$ cat src/core/ddl_params.svh
// Constants for the dual converter input latch block.
// Assumes a 125 MHz system clock; included by bare name.
`ifndef DDL_PARAMS_SVH
`define DDL_PARAMS_SVH
`define DDL_DATA_W 14
`define DDL_CLK_PERIOD_NS 8
`define DDL_SLEEP_OFF_NS 50
`define DDL_SLEEP_OFF_CYC ((`DDL_SLEEP_OFF_NS) / (`DDL_CLK_PERIOD_NS))
`define DDL_WAKE_US 5
`define DDL_WAKE_CYC (((`DDL_WAKE_US) * 1000) / (`DDL_CLK_PERIOD_NS))
`define DDL_CODE_ZERO 14'h0000
`define DDL_BUF_DEPTH 2
`endif

$ cat src/core/ddl_pkg.sv
// Types for the dual converter input latch block.
// Assumes the params header is compiled alongside.
package ddl_pkg;
    typedef enum logic {DDL_MODE_INTERLEAVED, DDL_MODE_DUAL} ddl_mode_type;
    typedef enum logic [1:0] {DDL_PWR_ON, DDL_PWR_OFF, DDL_PWR_WAKE}
        ddl_pwr_type;
    typedef enum logic {DDL_PH_SYNC, DDL_PH_SKIP} ddl_phase_type;
endpackage : ddl_pkg

$ cat src/core/ddl_word_if.sv
// Valid/ready word carrier between the block's own modules.
// Assumes one clock shared by both ends.
`timescale 1ns/1ps
interface ddl_word_if #(parameter int W = 28);
    logic valid;
    logic ready;
    logic [W-1:0] data;
    modport src (output valid, output data, input ready);
    modport dst (input valid, input data, output ready);
endinterface : ddl_word_if

$ cat src/core/ddl_dual_latch.sv
// What this block does
// - Mode high gives two independent channels
// - Each channel takes its own 14-bit word
// - Unsigned binary, highest bit most significant
// - All ones drives primary output full scale
// - Input latch then converter latch per channel
// - Strobe loads input, clock loads converter
// - Mode low selects shared interleaved port
// - Interleaved mode repurposes channel pins
// - Shared word captured on shared strobe rise
// - Select high to channel 1, low channel 2
// - Resync high blocks converter updates
// - First clock after resync loads both
// - Then update on every other clock edge
// - Sleep turns current off, slow recovery
//
// Holds the top module: strobe/clock sampling, latches, buffer, sleep.
// Assumes all pins are synchronous to clk and edges are one clk apart.
`timescale 1ns/1ps
`include "ddl_params.svh"
module ddl_dual_latch
#(
    parameter int DATA_W = `DDL_DATA_W,
    parameter int WAKE_CYC = `DDL_WAKE_CYC,
    parameter int BUF_DEPTH = `DDL_BUF_DEPTH
)
(
    input wire logic clk,
    input wire logic reset_n,
    input wire logic mode_dual,
    input wire logic [DATA_W-1:0] channel1_data,
    input wire logic [DATA_W-1:0] channel2_data,
    input wire logic channel1_write_strobe,
    input wire logic channel2_write_strobe,
    input wire logic channel1_update_clock,
    input wire logic channel2_update_clock,
    input wire logic sleep,
    input wire logic conv_ready,
    output logic conv_valid,
    output logic [DATA_W-1:0] conv1_code,
    output logic [DATA_W-1:0] conv2_code,
    output logic [DATA_W-1:0] conv1_code_comp,
    output logic [DATA_W-1:0] conv2_code_comp,
    output logic output_enable,
    output logic word_dropped
);
    // ********************************************
    // Reset release
    // ********************************************
    logic rst_a_r;
    logic rst_n;
    always_ff @(posedge clk or negedge reset_n)
    begin
        if (!reset_n)
        begin
            rst_a_r <= 1'b0;
            rst_n <= 1'b0;
        end
        else
        begin
            rst_a_r <= 1'b1;
            rst_n <= rst_a_r;
        end
    end

    // ********************************************
    // Pin roles
    // ********************************************
    // Interleaved pins reuse the channel pins, so decode is by name only.
    wire is_dual = (mode_dual == 1'b1);
    wire shared_write_strobe = channel1_write_strobe;
    wire shared_update_clock = channel1_update_clock;
    wire channel_select = channel2_write_strobe;
    wire interleave_resync = channel2_update_clock;
    wire wr1_rise;
    wire wr2_rise;
    wire ck1_rise;
    wire ck2_rise;
    // Detectors reset to low, so pins must idle low at reset release
    ddl_edge_det u_wr1
    (
        .clk(clk),
        .rst_n(rst_n),
        .level(channel1_write_strobe),
        .rise(wr1_rise)
    );
    ddl_edge_det u_wr2
    (
        .clk(clk),
        .rst_n(rst_n),
        .level(channel2_write_strobe),
        .rise(wr2_rise)
    );
    ddl_edge_det u_ck1
    (
        .clk(clk),
        .rst_n(rst_n),
        .level(channel1_update_clock),
        .rise(ck1_rise)
    );
    ddl_edge_det u_ck2
    (
        .clk(clk),
        .rst_n(rst_n),
        .level(channel2_update_clock),
        .rise(ck2_rise)
    );

    // ********************************************
    // Channel input latches
    // ********************************************
    logic [DATA_W-1:0] in1_r;
    logic [DATA_W-1:0] in2_r;
    wire shared_rise = ~is_dual & wr1_rise;
    wire ld_in1 = is_dual ? wr1_rise : (shared_rise & channel_select);
    wire ld_in2 = is_dual ? wr2_rise : (shared_rise & ~channel_select);
    // Shared port uses channel 1 data pins as the common word.
    wire [DATA_W-1:0] d2_src = is_dual ? channel2_data : channel1_data;
    always_ff @(posedge clk or negedge rst_n)
    begin
        if (!rst_n)
        begin
            in1_r <= `DDL_CODE_ZERO;
            in2_r <= `DDL_CODE_ZERO;
        end
        else
        begin
            if (ld_in1)
                in1_r <= channel1_data;
            if (ld_in2)
                in2_r <= d2_src;
        end
    end

    // ********************************************
    // Interleaved divide-by-two
    // ********************************************
    ddl_pkg::ddl_phase_type ph_r;
    ddl_pkg::ddl_phase_type ph_nxt;
    wire iq_edge = ~is_dual & ~interleave_resync & ck1_rise;
    wire iq_fire = iq_edge & (ph_r == ddl_pkg::DDL_PH_SYNC);
    always_comb
    begin
        ph_nxt = ph_r;
        if (is_dual | interleave_resync)
            ph_nxt = ddl_pkg::DDL_PH_SYNC;
        else if (iq_edge)
            ph_nxt = (ph_r == ddl_pkg::DDL_PH_SYNC) ?
                ddl_pkg::DDL_PH_SKIP : ddl_pkg::DDL_PH_SYNC;
    end
    always_ff @(posedge clk or negedge rst_n)
    begin
        if (!rst_n)
            ph_r <= ddl_pkg::DDL_PH_SYNC;
        else
            ph_r <= ph_nxt;
    end

    // ********************************************
    // Converter update requests through the buffer
    // ********************************************
    // Each request carries both input latches and which lanes to load.
    localparam int BW = 2 * DATA_W + 2;
    wire upd1 = is_dual ? ck1_rise : iq_fire;
    wire upd2 = is_dual ? ck2_rise : iq_fire;
    ddl_word_if #(.W(BW)) req_w ();
    ddl_word_if #(.W(BW)) cnv_w ();
    assign req_w.valid = upd1 | upd2;
    assign req_w.data = {upd1, upd2, in1_r, in2_r};
    ddl_skid_buf #(.W(BW), .DEPTH(BUF_DEPTH)) u_buf
    (
        .clk(clk),
        .rst_n(rst_n),
        .in_w(req_w),
        .out_w(cnv_w)
    );
    // Update edges are not throttleable; an edge hitting a full buffer
    // is flagged rather than silently merged.
    wire drop = req_w.valid & ~req_w.ready;

    // ********************************************
    // Converter latches and sleep
    // ********************************************
    logic [DATA_W-1:0] cv1_r;
    logic [DATA_W-1:0] cv2_r;
    logic [DATA_W-1:0] cp1_r;
    logic [DATA_W-1:0] cp2_r;
    logic valid_r;
    logic drop_r;
    logic oe_r;
    logic taken;
    assign taken = ~valid_r | conv_ready;
    assign cnv_w.ready = taken;
    wire [BW-1:0] q = cnv_w.data;
    wire pop = cnv_w.valid & taken;
    wire ld_cv1 = pop & q[BW-1];
    wire ld_cv2 = pop & q[BW-2];
    // Complements are registered beside the codes so outputs are flops
    wire [DATA_W-1:0] cv1_nxt =
        ld_cv1 ? q[2*DATA_W-1:DATA_W] : cv1_r;
    wire [DATA_W-1:0] cv2_nxt =
        ld_cv2 ? q[DATA_W-1:0] : cv2_r;
    always_ff @(posedge clk or negedge rst_n)
    begin
        if (!rst_n)
            valid_r <= 1'b0;
        else if (taken)
            valid_r <= cnv_w.valid;
    end
    always_ff @(posedge clk or negedge rst_n)
    begin
        if (!rst_n)
            drop_r <= 1'b0;
        else
            drop_r <= drop;
    end
    always_ff @(posedge clk or negedge rst_n)
    begin
        if (!rst_n)
        begin
            cv1_r <= `DDL_CODE_ZERO;
            cp1_r <= ~`DDL_CODE_ZERO;
        end
        else
        begin
            cv1_r <= cv1_nxt;
            cp1_r <= ~cv1_nxt;
        end
    end
    always_ff @(posedge clk or negedge rst_n)
    begin
        if (!rst_n)
        begin
            cv2_r <= `DDL_CODE_ZERO;
            cp2_r <= ~`DDL_CODE_ZERO;
        end
        else
        begin
            cv2_r <= cv2_nxt;
            cp2_r <= ~cv2_nxt;
        end
    end

    ddl_pkg::ddl_pwr_type pwr_r;
    ddl_pkg::ddl_pwr_type pwr_nxt;
    logic [$clog2(WAKE_CYC+1)-1:0] wake_r;
    logic [$clog2(WAKE_CYC+1)-1:0] wake_nxt;
    always_comb
    begin
        pwr_nxt = pwr_r;
        wake_nxt = wake_r;
        unique case (pwr_r)
            ddl_pkg::DDL_PWR_ON:
                if (sleep)
                    pwr_nxt = ddl_pkg::DDL_PWR_OFF;
            ddl_pkg::DDL_PWR_OFF:
                if (!sleep)
                begin
                    pwr_nxt = ddl_pkg::DDL_PWR_WAKE;
                    wake_nxt = '0;
                end
            ddl_pkg::DDL_PWR_WAKE:
                if (sleep)
                    pwr_nxt = ddl_pkg::DDL_PWR_OFF;
                else if (wake_r == ($bits(wake_r))'(WAKE_CYC - 1))
                    pwr_nxt = ddl_pkg::DDL_PWR_ON;
                else
                    wake_nxt = wake_r + 1'b1;
            default:
                pwr_nxt = ddl_pkg::DDL_PWR_OFF;
        endcase
    end
    always_ff @(posedge clk or negedge rst_n)
    begin
        if (!rst_n)
        begin
            pwr_r <= ddl_pkg::DDL_PWR_ON;
            wake_r <= '0;
        end
        else
        begin
            pwr_r <= pwr_nxt;
            wake_r <= wake_nxt;
        end
    end
    // Enable follows the next state so it flips with the power state
    always_ff @(posedge clk or negedge rst_n)
    begin
        if (!rst_n)
            oe_r <= 1'b1;
        else
            oe_r <= (pwr_nxt == ddl_pkg::DDL_PWR_ON);
    end

    // ********************************************
    // Outputs
    // ********************************************
    // Complement codes give the secondary output share, 16383 minus code.
    assign conv_valid = valid_r;
    assign conv1_code = cv1_r;
    assign conv2_code = cv2_r;
    assign conv1_code_comp = cp1_r;
    assign conv2_code_comp = cp2_r;
    assign output_enable = oe_r;
    assign word_dropped = drop_r;
endmodule : ddl_dual_latch

$ cat src/core/ddl_edge_det.sv
// Rising edge detector for a strobe sampled on clk.
// Assumes the input is already synchronous to clk.
`timescale 1ns/1ps
module ddl_edge_det
(
    input wire logic clk,
    input wire logic rst_n,
    input wire logic level,
    output logic rise
);
    logic prev_r;
    assign rise = level & ~prev_r;
    always_ff @(posedge clk or negedge rst_n)
    begin
        if (!rst_n)
            prev_r <= 1'b0;
        else
            prev_r <= level;
    end
endmodule : ddl_edge_det

$ cat src/core/ddl_skid_buf.sv
// Two-entry buffer with valid and ready on both sides.
// Assumes a single clock; full refuses writes, empty offers nothing.
`timescale 1ns/1ps
module ddl_skid_buf
#(
    parameter int W = 28,
    parameter int DEPTH = 2
)
(
    input wire logic clk,
    input wire logic rst_n,
    ddl_word_if.dst in_w,
    ddl_word_if.src out_w
);
    localparam int AW = (DEPTH > 1) ? $clog2(DEPTH) : 1;
    logic [W-1:0] mem_r [DEPTH];
    logic [AW-1:0] wr_r;
    logic [AW-1:0] rd_r;
    logic [AW:0] cnt_r;
    wire push = in_w.valid & in_w.ready;
    wire pop = out_w.valid & out_w.ready;
    assign in_w.ready = (cnt_r != (AW+1)'(DEPTH));
    assign out_w.valid = (cnt_r != '0);
    assign out_w.data = mem_r[rd_r];
    always_ff @(posedge clk)
    begin
        if (push)
            mem_r[wr_r] <= in_w.data;
    end
    always_ff @(posedge clk or negedge rst_n)
    begin
        if (!rst_n)
        begin
            wr_r <= '0;
            rd_r <= '0;
            cnt_r <= '0;
        end
        else
        begin
            if (push)
                wr_r <= (wr_r == AW'(DEPTH-1)) ? '0 : wr_r + 1'b1;
            if (pop)
                rd_r <= (rd_r == AW'(DEPTH-1)) ? '0 : rd_r + 1'b1;
            cnt_r <= cnt_r + (AW+1)'(push) - (AW+1)'(pop);
        end
    end
endmodule : ddl_skid_buf

$ cat config.mk
export PLATFORM = sky130hd
export DESIGN_NAME = ddl_dual_latch
export DESIGN_NICKNAME = d
export VERILOG_FILES = /design/src/core/ddl_pkg.sv /design/src/core/ddl_word_if.sv /design/src/core/ddl_dual_latch.sv /design/src/core/ddl_edge_det.sv /design/src/core/ddl_skid_buf.sv
export VERILOG_INCLUDE_DIRS = /design/src /design/src/core
export SDC_FILE = /design/constraint.sdc
export NUM_CORES = 1
export LEC_CHECK = 0
export BUFFER_PORTS_ARGS = -buffer_cell sky130_fd_sc_hd__buf_4
export CORE_AREA = 8 8 146 148
export DETAILED_ROUTE_END_ITERATION = 10
export DIE_AREA = 0 0 154 156
export GPL_TIMING_DRIVEN = 0
export PLACE_DENSITY = 0.63
export REMOVE_ABC_BUFFERS = 1
export SLEW_MARGIN = 30
export SYNTH_ARGS = -nofsm -noshare
export SYNTH_HDL_FRONTEND = slang
export SYNTH_HIERARCHICAL = 1
export SYNTH_SLANG_ARGS = --single-unit
$ cat constraint.sdc
create_clock -name clk -period 4.3 [get_ports clk]
set_input_delay 0.86 -clock clk [delete_from_list [all_inputs] [get_ports clk]]
set_output_delay 0.86 -clock clk [all_outputs]
set_load 0.01 [all_outputs]
# ---- Word level (Yosys, flattened, before mapping)
# Memories as Yosys holds them, arrays and structs flattened.
# Index checks and enable logic that the tools add are counted.
# W data, S select, Z words.
dict set report totals {
  word_cells 93
  latchBits 0
  ramBits 60
  out_inout_bits 59
  mem_bits_ro 0
  regBits 110
  input_bits 37
  mem_count 1
}
dict set report op_classes {
  reduce_logical 6
  bitwise 30
  eq_ne 7
  n_addsub 5
  n_shift 0
  multipliers 0
  n_mux 23
  n_lt_le_gt_ge 0
  div 0
}
# name depth word_bits rd rd_ports_with_merged_regs write_ports line
set mem_list {}
lappend mem_list {u_buf.mem_r 2 30 1 0 1 ddl_skid_buf.sv:16} ;# logic [W-1:0] mem_r [DEPTH];
# cell count
set op_table {}
lappend op_table {{$mux W14} 3}
lappend op_table {{$mux W10} 3}
lappend op_table {{$not A14 Y14} 2}
lappend op_table {{$pmux W10 S2} 1}
lappend op_table {{$and A1 B1 Y1} 15}
lappend op_table {{$mux W1} 11}
lappend op_table {{$add A10 B1 Y10 const B} 1}
lappend op_table {{$eq A10 B10 Y1 const B} 1}
lappend op_table {{$not A1 Y1} 10}
lappend op_table {{$mux W2} 4}
lappend op_table {{$ne A2 B2 Y1 const B} 4}
lappend op_table {{$pmux W2 S3} 1}
lappend op_table {{$reduce_bool A2 Y1} 3}
lappend op_table {{$logic_not A2 Y1} 2}
lappend op_table {{$reduce_and A4 Y1} 1}
lappend op_table {{$or A1 B1 Y1} 3}
lappend op_table {{$add A1 B1 Y1 const B} 2}
lappend op_table {{$add A2 B1 Y2} 1}
lappend op_table {{$eq A2 B1 Y1 const B} 1}
lappend op_table {{$eq A2 B2 Y1 const B} 1}
lappend op_table {{$sub A2 B1 Y2} 1}

# ---- Depth between registers and ports, before layout
dict set report logic_depth {
  depth_word 9
  mapped_depth 9
  ltp_nobuf 9
}

# ---- By module
# The synthesis kept the hierarchy.
# module area_per_inst_um2 cells_each seq_area_each_um2 instances
set modules_own_cells {}
lappend modules_own_cells {ddl_dual_latch 3988.8 308 2588.7 1}
lappend modules_own_cells {ddl_skid_buf 2373.5 115 1901.8 1}
lappend modules_own_cells {ddl_edge_det 38.8 2 25.0 4}

# ---- Worst setup path before layout
# Ideal clock, no wire load.
dict set report synth_timing {
  path_type {in2reg}
  startpoint {input mode_dual}
  endpoint {memory u_buf/mem_r[0][0] (netlist name) (enable)}
  required_ns 3.883
  path_buffers 1
  setup_ns 0.417
  stages 5
  arrival_ns 3.008
  path_slack_ns 0.875
  cell_sequence {buf_1 a22o_1 a21o_1 nand2_1 nor2_1}
}
dict set report synth_between {
  elab_chain_len 9
  word_cells_on_any_way 10
  classes_between {mux (4); bitwise (6)}
}
# item line
set synth_lines {}
lappend synth_lines {{from (decl)} ddl_dual_latch.sv:30} ;# input wire logic mode_dual,
lappend synth_lines {{$not A1 Y1} ddl_dual_latch.sv:140} ;# wire iq_edge = ~is_dual & ~interleave_resync & ck1_rise;
lappend synth_lines {{$and A1 B1 Y1 (2 in series)} ddl_dual_latch.sv:140}
lappend synth_lines {{$and A1 B1 Y1} ddl_dual_latch.sv:141} ;# wire iq_fire = iq_edge & (ph_r == ddl_pkg::DDL_PH_SYNC);
lappend synth_lines {{$mux W1 (*)} ddl_dual_latch.sv:165} ;# wire upd2 = is_dual ? ck2_rise : iq_fire;
lappend synth_lines {{net upd2} ddl_dual_latch.sv:165}
lappend synth_lines {{$or A1 B1 Y1 (*)} ddl_dual_latch.sv:168} ;# assign req_w.valid = upd1 | upd2;
lappend synth_lines {{net req_w.valid} ddl_word_if.sv:5} ;# logic valid;
lappend synth_lines {{$and A1 B1 Y1 (*)} ddl_skid_buf.sv:20} ;# wire push = in_w.valid & in_w.ready;
lappend synth_lines {{$mux W1 (*)} ddl_skid_buf.sv:27} ;# if (push)
lappend synth_lines {{$mux W1 (implied by the code) (*)} ddl_skid_buf.sv:28} ;# mem_r[wr_r] <= in_w.data;
lappend synth_lines {{to (decl)} ddl_skid_buf.sv:16}
# The timed path passes the listed nets; every way through them passes the cells marked *.

# ---- Worst setup path after layout
dict set report layout_timing {
  startpoint {input mode_dual}
  endpoint {memory u_buf/mem_r[1][7] (netlist name) (enable)}
}
# Same word-level chain as after synthesis.

==> run summary <==
status: complete, no violations
Pre-antenna DRT Iters: 4
mapped cell area: 0.00652 mm2
die height: 156 um
Main synth FF type: dfrtp_1
Die Width: 154 um
Clock Skews: 8.39 ps
pwr/cell area: 671 mW/mm2
max incr delay on CP: 560 ps
Synth Instances: 431
Clock transition at path regs: 70 ps
RSZ-0062 raised after global routing: false
Layout area overhead: 27.4%
Yosys reg bits: 170
post-route setup TNS: 0 ps
static leakage: 3.67 nW
M1 GR Usage: 14.7%
Final min period: 2390 ps
starting DRC count in detailed routing: 107
Worst VDD drop: 0.305 mV
max_cap viols: 0
final setup fails: 0
pre-CTS setup slack: 1440 ps
Seq/Total Area, Yosys: 70.4%
Critical Path RT: 4430 ps
DP HPWL: 9490 um
Post-CTS Resized: 0
Cell Chain, Critical Path: buf_4, a22o_1, a21o_1, and3_2, buf_16
met3 Use GR: 4.07%
Crit-path slowest cell: and3_2
row count: 51
total track usage: 11.9%
EDFF count, synth: 60
final critical-path share of the clock period: 55.6%
Hold Crit Class: in2async
Buf/Inv on CP: 2
Syn Area/Cell: 15.1 um2
number of buffers created by CTS: 17
Worst setup EP type: register
Post-DP Area: 0.00769 mm2
ranking of synthesized cells by area: dfrtp_1, edfxtp_1, dfstp_2, mux2_2, mux2i_1
Final Max Tran Viols: 0
initial antenna violation count: 0
share of cells above drive strength 1: 40.7%
r2r setup slk: 2030 ps
Power, Total: 5.57 mW
leading area contributor after synthesis: dfrtp_1
Fin. Hold Viols: 0
Clock Latency Late Sink: 420 ps
antenna cells: 0
most common cell after layout, fill and taps aside: buf_4
vias in the first global route: 4,082
initial core utilization: 34.2%
setup repair bufs after CTS: 0
startpoint types: input pin
design area: 0.00831 mm2
post-layout util: 43.5%
Buffers on Ports: 95
clk root buf: clkbuf_16
Final ANT Viol Nets: 0
worst slew pin tran: 738 ps
Synthesis Warnings: 6
Synth top area share: 31.1%
met2 Use GR: 19.0%
Netlist cell types: 48
Worst R2R Path Depth: 6
# DRC: 0
DR vias: 3,744
CTS Hold Bufs: 0
H-tree depth: 4
CTS tree: yes
worst endpoint data arrival time: 2520 ps
FF-to-FF End: wake_r[8]
# IOs: 96
max_slew headroom: 50.8%
final net count: 580
busiest grt layer: met2
Worst Setup Slack, final: 1910 ps
ys async rst share: 64.7%
grt ovf: 0
gp weighted congestion: 0.751
clock tree buffer depth: 2
Die ar.: 0.0240 mm2
Max Fclk: 418 MHz
worst-path fanout max: 22
largest net degree at the start of global routing: 49
kind of critical path: in2reg
DR vias/cell: 4.73
commonest non-fill, non-tap cells in the layout: buf_4, dfrtp_1, edfxtp_1
drt wl/cell: 17.2 um
number of clock sinks: 170
drt total wl: 13,600 um
CORE AREA: 0.0191 mm2
critical path's top delay family: buffers and inverters
global-route wire length before repair: 22,100 um
FF-to-FF Start: wake_r[0]
-- cell type report --
class	instances	area [um2]
fillers	1714	10800
inverters	32	120
clock inverters	14	183
repair buffers	102	886
well taps	238	298
clock buffers	18	429
multi-input cells	217	1790
flip-flops and latches	170	4600
-- sequential cells by signal, summed over array words and instances, names as in the netlist, 2 cells and up --
register	count
pwr_r	2
conv1_code_comp	14
u_buf/cnt_r	2
conv2_code	14
wake_r	10
conv2_code_comp	14
u_buf/mem_r	60
in1_r	14
conv1_code	14
in2_r	14
-- cell usage after synthesis, types with 4 or more instances --
| master | number |
|---|---|
| mux2_2 | 44 |
| edfxtp_1 | 60 |
| dfrtp_1 | 81 |
| nand2_1 | 26 |
| nor2b_1 | 4 |
| dfstp_2 | 29 |
| nor2b_4 | 4 |
| nand2b_1 | 9 |
| a21oi_1 | 7 |
| buf_2 | 7 |
| mux2i_1 | 46 |
| inv_1 | 32 |
| nand3_1 | 8 |
| xnor2_1 | 4 |
| nor2_1 | 7 |
| clkbuf_1 | 4 |
| o21ai_0 | 16 |
-- metal layers --
metal	vias to the layer above	wire, um
li1	1749	-
met1	1871	6140
met2	103	6500
met3	21	764
met4	0	226
met5	-	0
-- power breakdown --
part | leakage [nW] | switching, mW | internal [mW]
Clock | 0.300 | 0.649 | 0.930
Combinational | 1.53 | 0.730 | 0.754
Sequential | 1.85 | 0.248 | 2.26
-- how the worst max path moves through the flow --
stage	start	end	slack [ps]	cells past startpoint
2_1_floorplan	channel1_update_clock	u_buf/mem_r[0][0]	1040	6
3_3_place_gp	rst_n	conv2_code[8]	-200	0
3_5_place_dp	mode_dual	u_buf/mem_r[0][6]	1440	6
4_1_cts	mode_dual	u_buf/mem_r[0][15]	1910	6
5_1_grt	mode_dual	u_buf/mem_r[0][15]	1810	6
6_report	mode_dual	u_buf/mem_r[1][7]	1910	5
-- cell families (layout without fill, tap and decap cells) --
family	Yosys count	in the layout	share of synthesized area, %
XOR/XNOR	5	5	0.672
buffers and inverters	44	166	2.67
other	1	1	0.0575
AND/OR/NAND/NOR	76	76	6.74
adder cells (fa/ha/maj)	3	3	0.576
multiplexers	90	90	14.7
AO/OA/AOI/OAI	42	42	4.19
flip-flops	170	170	70.4
-- per-stage QoR --
| step | std cells | hold slack [ps] |
|---|---|---|
| floorplan | 419 | 331 |
| global placement | 752 | 338 |
| detailed placement | 759 | 221 |
| CTS | 791 | 183 |
| global route | 791 | 178 |
| finish | 791 | 206 |
Power figures use the tool's default switching activity.
